--- config.mk ---
export PLATFORM = sky130hd
export DESIGN_NAME = tces_top
export DESIGN_NICKNAME = d
export VERILOG_FILES = /design/src/tces_pkg.sv /design/src/tces_top.sv
export SDC_FILE = /design/constraint.sdc
export NUM_CORES = 1
export LEC_CHECK = 0
export BUFFER_PORTS_ARGS = -buffer_cell sky130_fd_sc_hd__buf_2
export CAP_MARGIN = 30
export CORE_MARGIN = 5
export CORE_UTILIZATION = 35
export DETAILED_ROUTE_END_ITERATION = 10
export SLEW_MARGIN = 20
export SYNTH_ARGS = -nofsm -noshare
export SYNTH_HDL_FRONTEND = slang
export SYNTH_SLANG_ARGS = --single-unit
--- constraint.sdc ---
create_clock -name clk_i -period 3.9 [get_ports clk_i]
set_input_delay 1.17 -clock clk_i [delete_from_list [all_inputs] [get_ports clk_i]]
set_output_delay 1.17 -clock clk_i [all_outputs]
set_load 0.03 [all_outputs]
--- src/tces_pkg.sv ---
// constants and types for the translation command error syndrome capture block
package tces_pkg;

	// ********************************************************
	// register map (word offsets on the register port)
	// ********************************************************
	localparam logic [3:0] TCES_ADDR_STATUS = 4'h0;
	localparam logic [3:0] TCES_ADDR_SYNDROME = 4'h1;
	localparam logic [3:0] TCES_ADDR_EXTRA = 4'h2;
	localparam logic [3:0] TCES_ADDR_CTRL = 4'h3;
	localparam logic [3:0] TCES_ADDR_OPR = 4'h4;

	// ********************************************************
	// field positions
	// ********************************************************
	localparam int TCES_ST_UNCORR_BIT = 29;
	localparam int TCES_ST_OVERFLOW_BIT = 27;
	localparam int TCES_ST_MISCV_BIT = 26;
	localparam int TCES_ST_IMPL_BIT = 8;
	localparam int TCES_SYN_W = 24;
	localparam int TCES_CNT_LSB = 24;
	localparam int TCES_CNT_W = 8;
	localparam int TCES_CTRL_CORR_EN_BIT = 0;
	localparam int TCES_CTRL_UNCORR_EN_BIT = 1;
	localparam int TCES_CTRL_RESUME_BIT = 2;
	localparam int TCES_OPR_STALLED_BIT = 0;
	localparam int TCES_OPR_FAIL_BIT = 1;
	localparam logic [31:0] TCES_CTRL_RESET = 32'h0000_0003;
	localparam logic [23:0] TCES_SYN_RESET = 24'h00_0000;
	localparam logic [31:0] TCES_EXTRA_NONE = 32'h0000_0000;

	// ********************************************************
	// syndrome codes
	// ********************************************************
	localparam logic [23:0] SYN_MOVE_ALL_SRC_ABSENT = 24'h010e20;
	localparam logic [23:0] SYN_MOVE_ALL_DST_ABSENT = 24'h010e21;
	localparam logic [23:0] SYN_MOVE_ALL_DST_CHIP_OFF = 24'h010e22;
	localparam logic [23:0] SYN_MOVE_ALL_SRC_IRQ_OFF = 24'h010e23;
	localparam logic [23:0] SYN_MOVE_ALL_DST_IRQ_OFF = 24'h010e24;
	localparam logic [23:0] SYN_XLATE_PHYS_ID_RANGE = 24'h010326;
	localparam logic [23:0] SYN_XLATE_TGT_ABSENT = 24'h010320;
	localparam logic [23:0] SYN_XLATE_CHIP_OFF = 24'h010322;
	localparam logic [23:0] SYN_XLATE_IRQ_OFF = 24'h010323;
	localparam logic [23:0] SYN_LOCK_PHYS_ID_RANGE = 24'h010f26;
	localparam logic [23:0] SYN_LOCK_TGT_ABSENT = 24'h010f20;
	localparam logic [23:0] SYN_LOCK_IRQ_OFF = 24'h010f23;
	localparam logic [23:0] SYN_MAP_DEV_RANGE = 24'h010801;
	localparam logic [23:0] SYN_MAP_DEV_TABLE_SIZE = 24'h010802;
	localparam logic [23:0] SYN_MAP_COLL_RANGE = 24'h010903;
	localparam logic [23:0] SYN_MAP_COLL_TGT_ABSENT = 24'h010920;
	localparam logic [23:0] SYN_MAP_COLL_CHIP_OFF = 24'h010922;
	localparam logic [23:0] SYN_MAP_COLL_IRQ_OFF = 24'h010923;
	localparam logic [23:0] SYN_MAP_INT_DEV_RANGE = 24'h010b01;
	localparam logic [23:0] SYN_MAP_INT_COLL_RANGE = 24'h010b03;
	localparam logic [23:0] SYN_MAP_INT_DEV_UNMAPPED = 24'h010b04;
	localparam logic [23:0] SYN_MAP_INT_ID_SIZE = 24'h010b05;
	localparam logic [23:0] SYN_MAP_VID_DEV_RANGE = 24'h010a01;
	localparam logic [23:0] SYN_MAP_VID_COLL_RANGE = 24'h010a03;
	localparam logic [23:0] SYN_MAP_VID_DEV_UNMAPPED = 24'h010a04;
	localparam logic [23:0] SYN_MAP_VID_ID_RANGE = 24'h010a05;
	localparam logic [23:0] SYN_MAP_VID_PHYS_RANGE = 24'h010a06;
	localparam logic [23:0] SYN_MOVE_INT_DEV_RANGE = 24'h010101;
	localparam logic [23:0] SYN_MOVE_INT_COLL_RANGE = 24'h010103;
	localparam logic [23:0] SYN_MOVE_INT_DEV_UNMAPPED = 24'h010104;
	localparam logic [23:0] SYN_MOVE_INT_ID_RANGE = 24'h010105;
	localparam logic [23:0] SYN_MOVE_INT_IRQ_UNMAPPED = 24'h010107;
	localparam logic [23:0] SYN_MOVE_INT_COLL_UNMAPPED = 24'h010109;
	localparam logic [23:0] SYN_DISCARD_DEV_RANGE = 24'h010f01;
	localparam logic [23:0] SYN_DISCARD_DEV_UNMAPPED = 24'h010f04;
	localparam logic [23:0] SYN_DISCARD_ID_RANGE = 24'h010f05;
	localparam logic [23:0] SYN_DISCARD_IRQ_UNMAPPED = 24'h010f07;
	localparam logic [23:0] SYN_DISCARD_ENTRY_INVALID = 24'h010f10;

	// ********************************************************
	// carriers
	// ********************************************************
	// error event reported by the command, translation or lock logic
	typedef struct packed {
		logic [23:0] syndrome;
		logic [31:0] extra;
	} tces_evt_s;

	// per-syndrome handling decision
	typedef struct packed {
		logic impl;
		logic stall;
		logic corr_mask;
		logic ignore;
		logic drop;
		logic opr_fail;
	} tces_dec_s;

	// register port request
	typedef struct packed {
		logic wr;
		logic rd;
		logic [3:0] addr;
		logic [31:0] wdata;
	} tces_req_s;

endpackage

--- src/tces_top.sv ---
// syndrome capture, error record registers and queue stall control
// ********************************************************
// Summary of operation
// - one software error record holding contained uncorrectable command errors
// - implementation flag reads 0 for architecture errors, 1 for implementation errors
// - full 24-bit syndrome in syndrome word, extra data in extra word
// - move-all from absent source core: 0x010e20, flag set, no stall, ignored
// - move-all to absent or offline destination: no stall, source interrupts dropped
// - move-all with irqs off: 0x010e23 ignored, 0x010e24 drops, no stall
// - translation with physical ID too wide: dropped, no stall, ID recorded
// - translation to absent or offline core: dropped, no stall, target recorded
// - translation to target with irqs off: 0x010323, no stall, target recorded
// - failing cache lock reports fail in operation register, no stall
// - map-device range error 0x010801 stalls, gated by correctable enable
// - table size beyond event-ID size 0x010802 stalls the queue
// - map-collection with bad collection 0x010903 stalls the queue
// - map-collection absent core stalls inside service, else ignored with core
// - extra data zero marks service-side detection, only that is masked
// - map-collection irqs off or chip offline reported without stall
// - map-interrupt errors stall with architecture syndromes
// - map-virtual-ID errors stall with their syndromes
// - move-interrupt errors 0x010101 to 0x010109 stall the queue
// - discard errors stall the queue with their syndromes
// - valid-bit clears ignored while overflow set and not cleared
// - while misc valid set, only the counter field of misc words is writable
// ********************************************************
`timescale 1ns/1ps

module tces_top
	import tces_pkg::*;
(
	// clock and reset
	input wire logic clk_i,
	input wire logic resetn_i,
	input wire logic ce_i,
	// error event from the command, translation and lock paths
	input wire logic evt_valid_i,
	input wire tces_evt_s evt_i,
	// register port
	input wire tces_req_s req_i,
	output logic [31:0] rdata_o,
	// effects toward the service
	output logic stall_o,
	output logic cmd_ignore_o,
	output logic irq_drop_o,
	output logic opr_fail_o,
	output logic fault_o
);

	// ********************************************************
	// syndrome decode
	// ********************************************************
	// map a syndrome and its extra data onto its handling
	function automatic tces_dec_s decode(input logic [23:0] syn, input logic [31:0] extra);
		tces_dec_s d;
		d = '0;
		unique case (syn)
			SYN_MOVE_ALL_SRC_ABSENT, SYN_MOVE_ALL_SRC_IRQ_OFF: begin
				d.impl = 1'b1;
				d.ignore = 1'b1;
			end
			SYN_MOVE_ALL_DST_ABSENT, SYN_MOVE_ALL_DST_CHIP_OFF,
			SYN_MOVE_ALL_DST_IRQ_OFF: begin
				d.impl = 1'b1;
				d.drop = 1'b1;
			end
			SYN_XLATE_PHYS_ID_RANGE, SYN_XLATE_TGT_ABSENT, SYN_XLATE_CHIP_OFF: begin
				d.impl = 1'b1;
				d.drop = 1'b1;
			end
			SYN_XLATE_IRQ_OFF: begin
				d.impl = 1'b1;
			end
			SYN_LOCK_PHYS_ID_RANGE, SYN_LOCK_TGT_ABSENT, SYN_LOCK_IRQ_OFF: begin
				d.impl = 1'b1;
				d.opr_fail = 1'b1;
			end
			SYN_MAP_DEV_RANGE, SYN_MAP_DEV_TABLE_SIZE, SYN_MAP_COLL_RANGE: begin
				d.stall = 1'b1;
				d.corr_mask = 1'b1;
			end
			SYN_MAP_COLL_TGT_ABSENT: begin
				d.impl = 1'b1;
				if (extra == TCES_EXTRA_NONE) begin
					d.stall = 1'b1;
					d.corr_mask = 1'b1;
				end else begin
					d.ignore = 1'b1;
				end
			end
			SYN_MAP_COLL_CHIP_OFF, SYN_MAP_COLL_IRQ_OFF: begin
				d.impl = 1'b1;
			end
			SYN_MAP_INT_DEV_RANGE, SYN_MAP_INT_COLL_RANGE, SYN_MAP_INT_DEV_UNMAPPED,
			SYN_MAP_INT_ID_SIZE: begin
				d.stall = 1'b1;
				d.corr_mask = 1'b1;
			end
			SYN_MAP_VID_DEV_RANGE, SYN_MAP_VID_COLL_RANGE, SYN_MAP_VID_DEV_UNMAPPED,
			SYN_MAP_VID_ID_RANGE, SYN_MAP_VID_PHYS_RANGE: begin
				d.stall = 1'b1;
				d.corr_mask = 1'b1;
			end
			SYN_MOVE_INT_DEV_RANGE, SYN_MOVE_INT_COLL_RANGE, SYN_MOVE_INT_DEV_UNMAPPED,
			SYN_MOVE_INT_ID_RANGE, SYN_MOVE_INT_IRQ_UNMAPPED,
			SYN_MOVE_INT_COLL_UNMAPPED: begin
				d.stall = 1'b1;
				d.corr_mask = 1'b1;
			end
			SYN_DISCARD_DEV_RANGE, SYN_DISCARD_DEV_UNMAPPED, SYN_DISCARD_ID_RANGE,
			SYN_DISCARD_IRQ_UNMAPPED, SYN_DISCARD_ENTRY_INVALID: begin
				d.stall = 1'b1;
				d.corr_mask = 1'b1;
			end
			default: begin
				d.impl = 1'b1; // unlisted codes: recorded, fault_o gated by uncorrectable enable, no stall, ignore, drop or fail
			end
		endcase
		return d;
	endfunction

	// ********************************************************
	// state
	// ********************************************************
	logic uncorr_valid_r;
	logic overflow_flag_r;
	logic misc_valid_flag_r;
	logic impl_flag_r;
	logic [23:0] syndrome_r;
	logic [7:0] counter_r;
	logic [31:0] extra_r;
	logic corr_en_r;
	logic uncorr_en_r;
	logic lock_fail_r;
	tces_dec_s dec;
	logic cap;
	logic wr_status;
	logic wr_syn;
	logic wr_extra;
	logic wr_ctrl;
	logic wr_opr;
	logic ovf_clear;
	logic valid_clear_ok;

	// decode of the incoming event and register writes
	always_comb begin
		dec = decode(evt_i.syndrome, evt_i.extra);
		cap = ce_i && evt_valid_i;
		wr_status = ce_i && req_i.wr && (req_i.addr == TCES_ADDR_STATUS);
		wr_syn = ce_i && req_i.wr && (req_i.addr == TCES_ADDR_SYNDROME);
		wr_extra = ce_i && req_i.wr && (req_i.addr == TCES_ADDR_EXTRA);
		wr_ctrl = ce_i && req_i.wr && (req_i.addr == TCES_ADDR_CTRL);
		wr_opr = ce_i && req_i.wr && (req_i.addr == TCES_ADDR_OPR);
		ovf_clear = wr_status && req_i.wdata[TCES_ST_OVERFLOW_BIT];
		valid_clear_ok = !overflow_flag_r || ovf_clear;
	end

	// ********************************************************
	// status flags, capture wins over a clear in the same cycle
	// ********************************************************
	always_ff @(posedge clk_i or negedge resetn_i) begin
		if (!resetn_i) begin
			uncorr_valid_r <= 1'b0;
			overflow_flag_r <= 1'b0;
			misc_valid_flag_r <= 1'b0;
			impl_flag_r <= 1'b0;
		end else if (cap) begin
			uncorr_valid_r <= 1'b1;
			misc_valid_flag_r <= 1'b1;
			impl_flag_r <= dec.impl;
			if (uncorr_valid_r) begin
				overflow_flag_r <= 1'b1; // earlier record overwritten
			end else if (ovf_clear) begin
				overflow_flag_r <= 1'b0;
			end
		end else if (wr_status) begin
			if (ovf_clear) begin
				overflow_flag_r <= 1'b0;
			end
			if (valid_clear_ok && req_i.wdata[TCES_ST_UNCORR_BIT]) begin
				uncorr_valid_r <= 1'b0;
			end
			if (valid_clear_ok && req_i.wdata[TCES_ST_MISCV_BIT]) begin
				misc_valid_flag_r <= 1'b0;
			end
		end
	end

	// ********************************************************
	// syndrome and extra data words
	// ********************************************************
	always_ff @(posedge clk_i or negedge resetn_i) begin
		if (!resetn_i) begin
			syndrome_r <= TCES_SYN_RESET;
			extra_r <= TCES_EXTRA_NONE;
		end else if (cap) begin
			syndrome_r <= evt_i.syndrome;
			extra_r <= evt_i.extra;
		end else begin
			if (wr_syn && !misc_valid_flag_r) begin
				syndrome_r <= req_i.wdata[TCES_SYN_W-1:0];
			end
			if (wr_extra && !misc_valid_flag_r) begin
				extra_r <= req_i.wdata;
			end
		end
	end

	// error counter, writable even while the misc words are locked
	always_ff @(posedge clk_i or negedge resetn_i) begin
		if (!resetn_i) begin
			counter_r <= '0;
		end else if (cap) begin
			counter_r <= counter_r + 8'h01;
		end else if (wr_syn) begin
			counter_r <= req_i.wdata[TCES_CNT_LSB +: TCES_CNT_W];
		end
	end

	// ********************************************************
	// control register
	// ********************************************************
	always_ff @(posedge clk_i or negedge resetn_i) begin
		if (!resetn_i) begin
			corr_en_r <= TCES_CTRL_RESET[TCES_CTRL_CORR_EN_BIT];
			uncorr_en_r <= TCES_CTRL_RESET[TCES_CTRL_UNCORR_EN_BIT];
		end else if (wr_ctrl) begin
			corr_en_r <= req_i.wdata[TCES_CTRL_CORR_EN_BIT];
			uncorr_en_r <= req_i.wdata[TCES_CTRL_UNCORR_EN_BIT];
		end
	end

	// ********************************************************
	// queue stall, held until software resumes
	// ********************************************************
	always_ff @(posedge clk_i or negedge resetn_i) begin
		if (!resetn_i) begin
			stall_o <= 1'b0;
		end else if (cap && dec.stall) begin
			stall_o <= 1'b1;
		end else if (wr_ctrl && req_i.wdata[TCES_CTRL_RESUME_BIT]) begin
			stall_o <= 1'b0;
		end
	end

	// lock failure flag in the operation register, write one to clear
	always_ff @(posedge clk_i or negedge resetn_i) begin
		if (!resetn_i) begin
			lock_fail_r <= 1'b0;
		end else if (cap && dec.opr_fail) begin
			lock_fail_r <= 1'b1;
		end else if (wr_opr && req_i.wdata[TCES_OPR_FAIL_BIT]) begin
			lock_fail_r <= 1'b0;
		end
	end

	// ********************************************************
	// one-cycle effect pulses
	// ********************************************************
	always_ff @(posedge clk_i or negedge resetn_i) begin
		if (!resetn_i) begin
			cmd_ignore_o <= 1'b0;
			irq_drop_o <= 1'b0;
			opr_fail_o <= 1'b0;
			fault_o <= 1'b0;
		end else if (ce_i) begin
			cmd_ignore_o <= evt_valid_i && dec.ignore;
			irq_drop_o <= evt_valid_i && dec.drop;
			opr_fail_o <= evt_valid_i && dec.opr_fail;
			fault_o <= evt_valid_i && (dec.corr_mask ? corr_en_r : uncorr_en_r);
		end
	end

	// ********************************************************
	// read data, one cycle after the read strobe
	// ********************************************************
	always_ff @(posedge clk_i or negedge resetn_i) begin
		if (!resetn_i) begin
			rdata_o <= '0;
		end else if (ce_i) begin
			rdata_o <= '0;
			if (req_i.rd) begin
				unique case (req_i.addr)
					TCES_ADDR_STATUS: begin
						rdata_o[TCES_ST_UNCORR_BIT] <= uncorr_valid_r;
						rdata_o[TCES_ST_OVERFLOW_BIT] <= overflow_flag_r;
						rdata_o[TCES_ST_MISCV_BIT] <= misc_valid_flag_r;
						rdata_o[TCES_ST_IMPL_BIT] <= impl_flag_r;
					end
					TCES_ADDR_SYNDROME: begin
						rdata_o <= {counter_r, syndrome_r};
					end
					TCES_ADDR_EXTRA: begin
						rdata_o <= extra_r;
					end
					TCES_ADDR_CTRL: begin
						rdata_o[TCES_CTRL_CORR_EN_BIT] <= corr_en_r;
						rdata_o[TCES_CTRL_UNCORR_EN_BIT] <= uncorr_en_r;
					end
					TCES_ADDR_OPR: begin
						rdata_o[TCES_OPR_STALLED_BIT] <= stall_o;
						rdata_o[TCES_OPR_FAIL_BIT] <= lock_fail_r;
					end
					default: begin
						rdata_o <= '0; // unmapped reads as zero
					end
				endcase
			end
		end
	end

endmodule

==> impl_metrics.env <==
export IMPL_synth_seq_cells=108
export IMPL_synth_most_common_cell="dfrtp_1"
export IMPL_maxSlewViolCount=0
export IMPL_postCtsSetupBuffers=0
export IMPL_io_pins=135
export IMPL_nets=793
export IMPL_ys_top_cells_by_area="dfrtp_1 48%, mux2i_1 11%, o21ai_0 6.4%"
export IMPL_routedWlPerCell_um=18.5
export IMPL_diodes=0
export IMPL_syn_nets=676
export IMPL_grt_overflow=0
export IMPL_drt_total_wl_um=16900
export IMPL_drc_errors=0
export IMPL_powerDensity_nw_per_um2=407
export IMPL_drive_gt1_frac=0.247
export IMPL_syn_avg_cell_area_um2=9.55
export IMPL_synth_cell_types=50
export IMPL_ys_warnings_count=0
export IMPL_hold_slack_ps=476
export IMPL_max_vdd_ir_drop_v=0.000238
export IMPL_drt_iter0_markers=345
export IMPL_dp_hpwl_um=12100
export IMPL_gr_usage_all_layers=0.185
export IMPL_grt_pass1_vias=4914
export IMPL_period_minus_slack_ps=3320
export IMPL_power_share_clock=0.361
export IMPL_final_hold_viol_count=0
export IMPL_fmax_mhz=301
export IMPL_syn2layout_area_growth_pct=21.5
export IMPL_path_class="input port to register"
export IMPL_synth_edf_count=0
export IMPL_finalSetupViolCount=0
export IMPL_initial_core_util=0.360
export IMPL_tns_ps=0
export IMPL_route_antenna_remaining_nets=0
export IMPL_via_per_inst=5.40
export IMPL_rsz0062_at_grt="false"
export IMPL_place_inst=894
export IMPL_status="completed"
export IMPL_grt_max_degree=56
export IMPL_cts_hold_buf=0
export IMPL_cp_end_kind="register"
export IMPL_cp_max_fo=2
export IMPL_cts_repair_resized=0
export IMPL_syn_cell_area_um2=5510
export IMPL_rows=45
export IMPL_cts_buffers=9
export IMPL_slew_headroom=0.379
export IMPL_post_place_ws_ps=197
export IMPL_required_ps=4140
export IMPL_clkLatencyLatePin_ps=350
export IMPL_finalCritPeriodShare=0.851
export IMPL_combPwrFrac=0.151
export IMPL_cts_root_buf="clkbuf_16"
export IMPL_leakage_uw=0.00279
export IMPL_htreeDepth=3
export IMPL_synth_ff_type="dfrtp_1"
export IMPL_routabilityCongestion=0.873
export IMPL_p_sw_uw=755
export IMPL_io_buffers=134
export IMPL_die_w_um=135
export IMPL_critPathArrivalTime_ps=3560
export IMPL_dieHeight_um=135
export IMPL_worst_slack_ps=581
export IMPL_async_flop_share=1.00
export IMPL_syn_inst=577
export IMPL_yosys_area_top_type="dfrtp_1"
export IMPL_clkTransAtPathRegs_ps=70
export IMPL_antenna_found_initial=0
export IMPL_dr_pass1_iters=5
export IMPL_placeableCoreArea_um2=15300
export IMPL_ys_seq_area_frac=0.491
export IMPL_instances_no_fill=910
export IMPL_tritoncts="built"
export IMPL_power_frac_seq=0.488
export IMPL_worst_pin_slew_ps=919
export IMPL_finClkSkew_ps=4.26
export IMPL_swShare=0.277
export IMPL_cts_sinks=108
export IMPL_cp_start_kind="input port"
export IMPL_die_area_um2=18300
export IMPL_grt_pass1_wl_um=26700
export IMPL_synth_commonest_cells="106 x dfrtp_1, 78 x nand2_1, 70 x o21ai_0"
export IMPL_num_vias=4915
export IMPL_cts_max_path_buffers=2
export IMPL_p_int_uw=1970
export IMPL_maxCapViolations=0
export IMPL_hp_class="register to register"
export IMPL_yosys_area_top_type_share=0.482
-- cell families after synthesis --
family          Yosys count  synth area share
compound gates          169             0.190
fa+ha+maj                 1           0.00227
simple gates            153             0.132
mux                      65             0.119
xor+xnor                  2           0.00318
flops                   108             0.491
buf+inv                  79            0.0629
-- flip-flops by register name, indices dropped and copies added (netlist names) --
register	count
irq_drop_o	1
misc_valid_flag_r	1
rdata_o	32
extra_r	32
lock_fail_r	1
stall_o	1
corr_en_r	1
impl_flag_r	1
fault_o	1
uncorr_en_r	1
uncorr_valid_r	1
overflow_flag_r	1
cmd_ignore_o	1
syndrome_r	24
opr_fail_o	1
counter_r	8
-- layout make-up --
type,count,area (µm²)
Inverter,40,150
Multi-Input combinational cell,390,2470
Tap cell,211,264
Fill cell,1494,8620
Sequential cell,108,2710
Clock inverter,3,42.5
Clock buffer,13,280
Timing Repair Buffer,145,781
-- worst max-delay path: stages --
cell and delay, ps:
buf_2 110, nor4b_1 800, nand4_1 330, nor4b_1 520, a21oi_2 120, and2_4 170, a311o_1 340
-- power by group through the flow --
stage | sequential, µW | combinational [µW] | clock (µW)
5_1_grt | 1340 | 465 | 1060
3_5_place_dp | 1350 | 411 | 0
4_1_cts | 1330 | 414 | 1010
6_report | 1330 | 412 | 985
2_1_floorplan | 1340 | 228 | 0
3_3_place_gp | 1340 | 400 | 0
-- metrics by stage --
stage               power (µW)  instance area (µm²)   util
floorplan                 1570                 5510      -
global placement          1740                 6370  0.416
detailed placement        1760                 6370  0.416
CTS                       2750                 6690  0.437
global route              2860                 6690  0.437
finish                    2730                 6690  0.437
-- per-layer routing --
metal | up-vias | track usage | wire (µm)
met2 | 171 | 0.279 | 7600
met4 | 0 | 0.0526 | 235
met1 | 2422 | 0.262 | 7730
met5 | - | 0 | 0
met3 | 17 | 0.0468 | 1300
li1 | 2305 | - | -
-- layout by cell type (no fill, tap or decap), drive strengths merged, types with 7 or more instances in the layout --
cell | synthesis | routed
inv | 40 | 40
nand2 | 78 | 78
nand3 | 8 | 8
mux2i | 61 | 61
a22oi | 28 | 28
clkbuf | 21 | 13
a21oi | 16 | 16
nor4 | 11 | 11
o22ai | 36 | 36
nand4 | 7 | 7
o21ai | 70 | 70
nor2 | 23 | 23
buf | 18 | 145
dfrtp | 106 | 106
-- final timing paths --
check                      slack [ps]  depth (start not counted)               from     endpoint
max                               580                          7          evt_i[49]      fault_o
min                               480                          2        impl_flag_r  impl_flag_r
max reg2reg                      2390                          4  misc_valid_flag_r  extra_r[25]
min reg2reg                       480                          2        impl_flag_r  impl_flag_r
max in group asynchronous        2270                          2           resetn_i  extra_r[29]
min in group asynchronous         870                          1           resetn_i  rdata_o[12]
No activity file was read; power rests on OpenSTA's default activity.
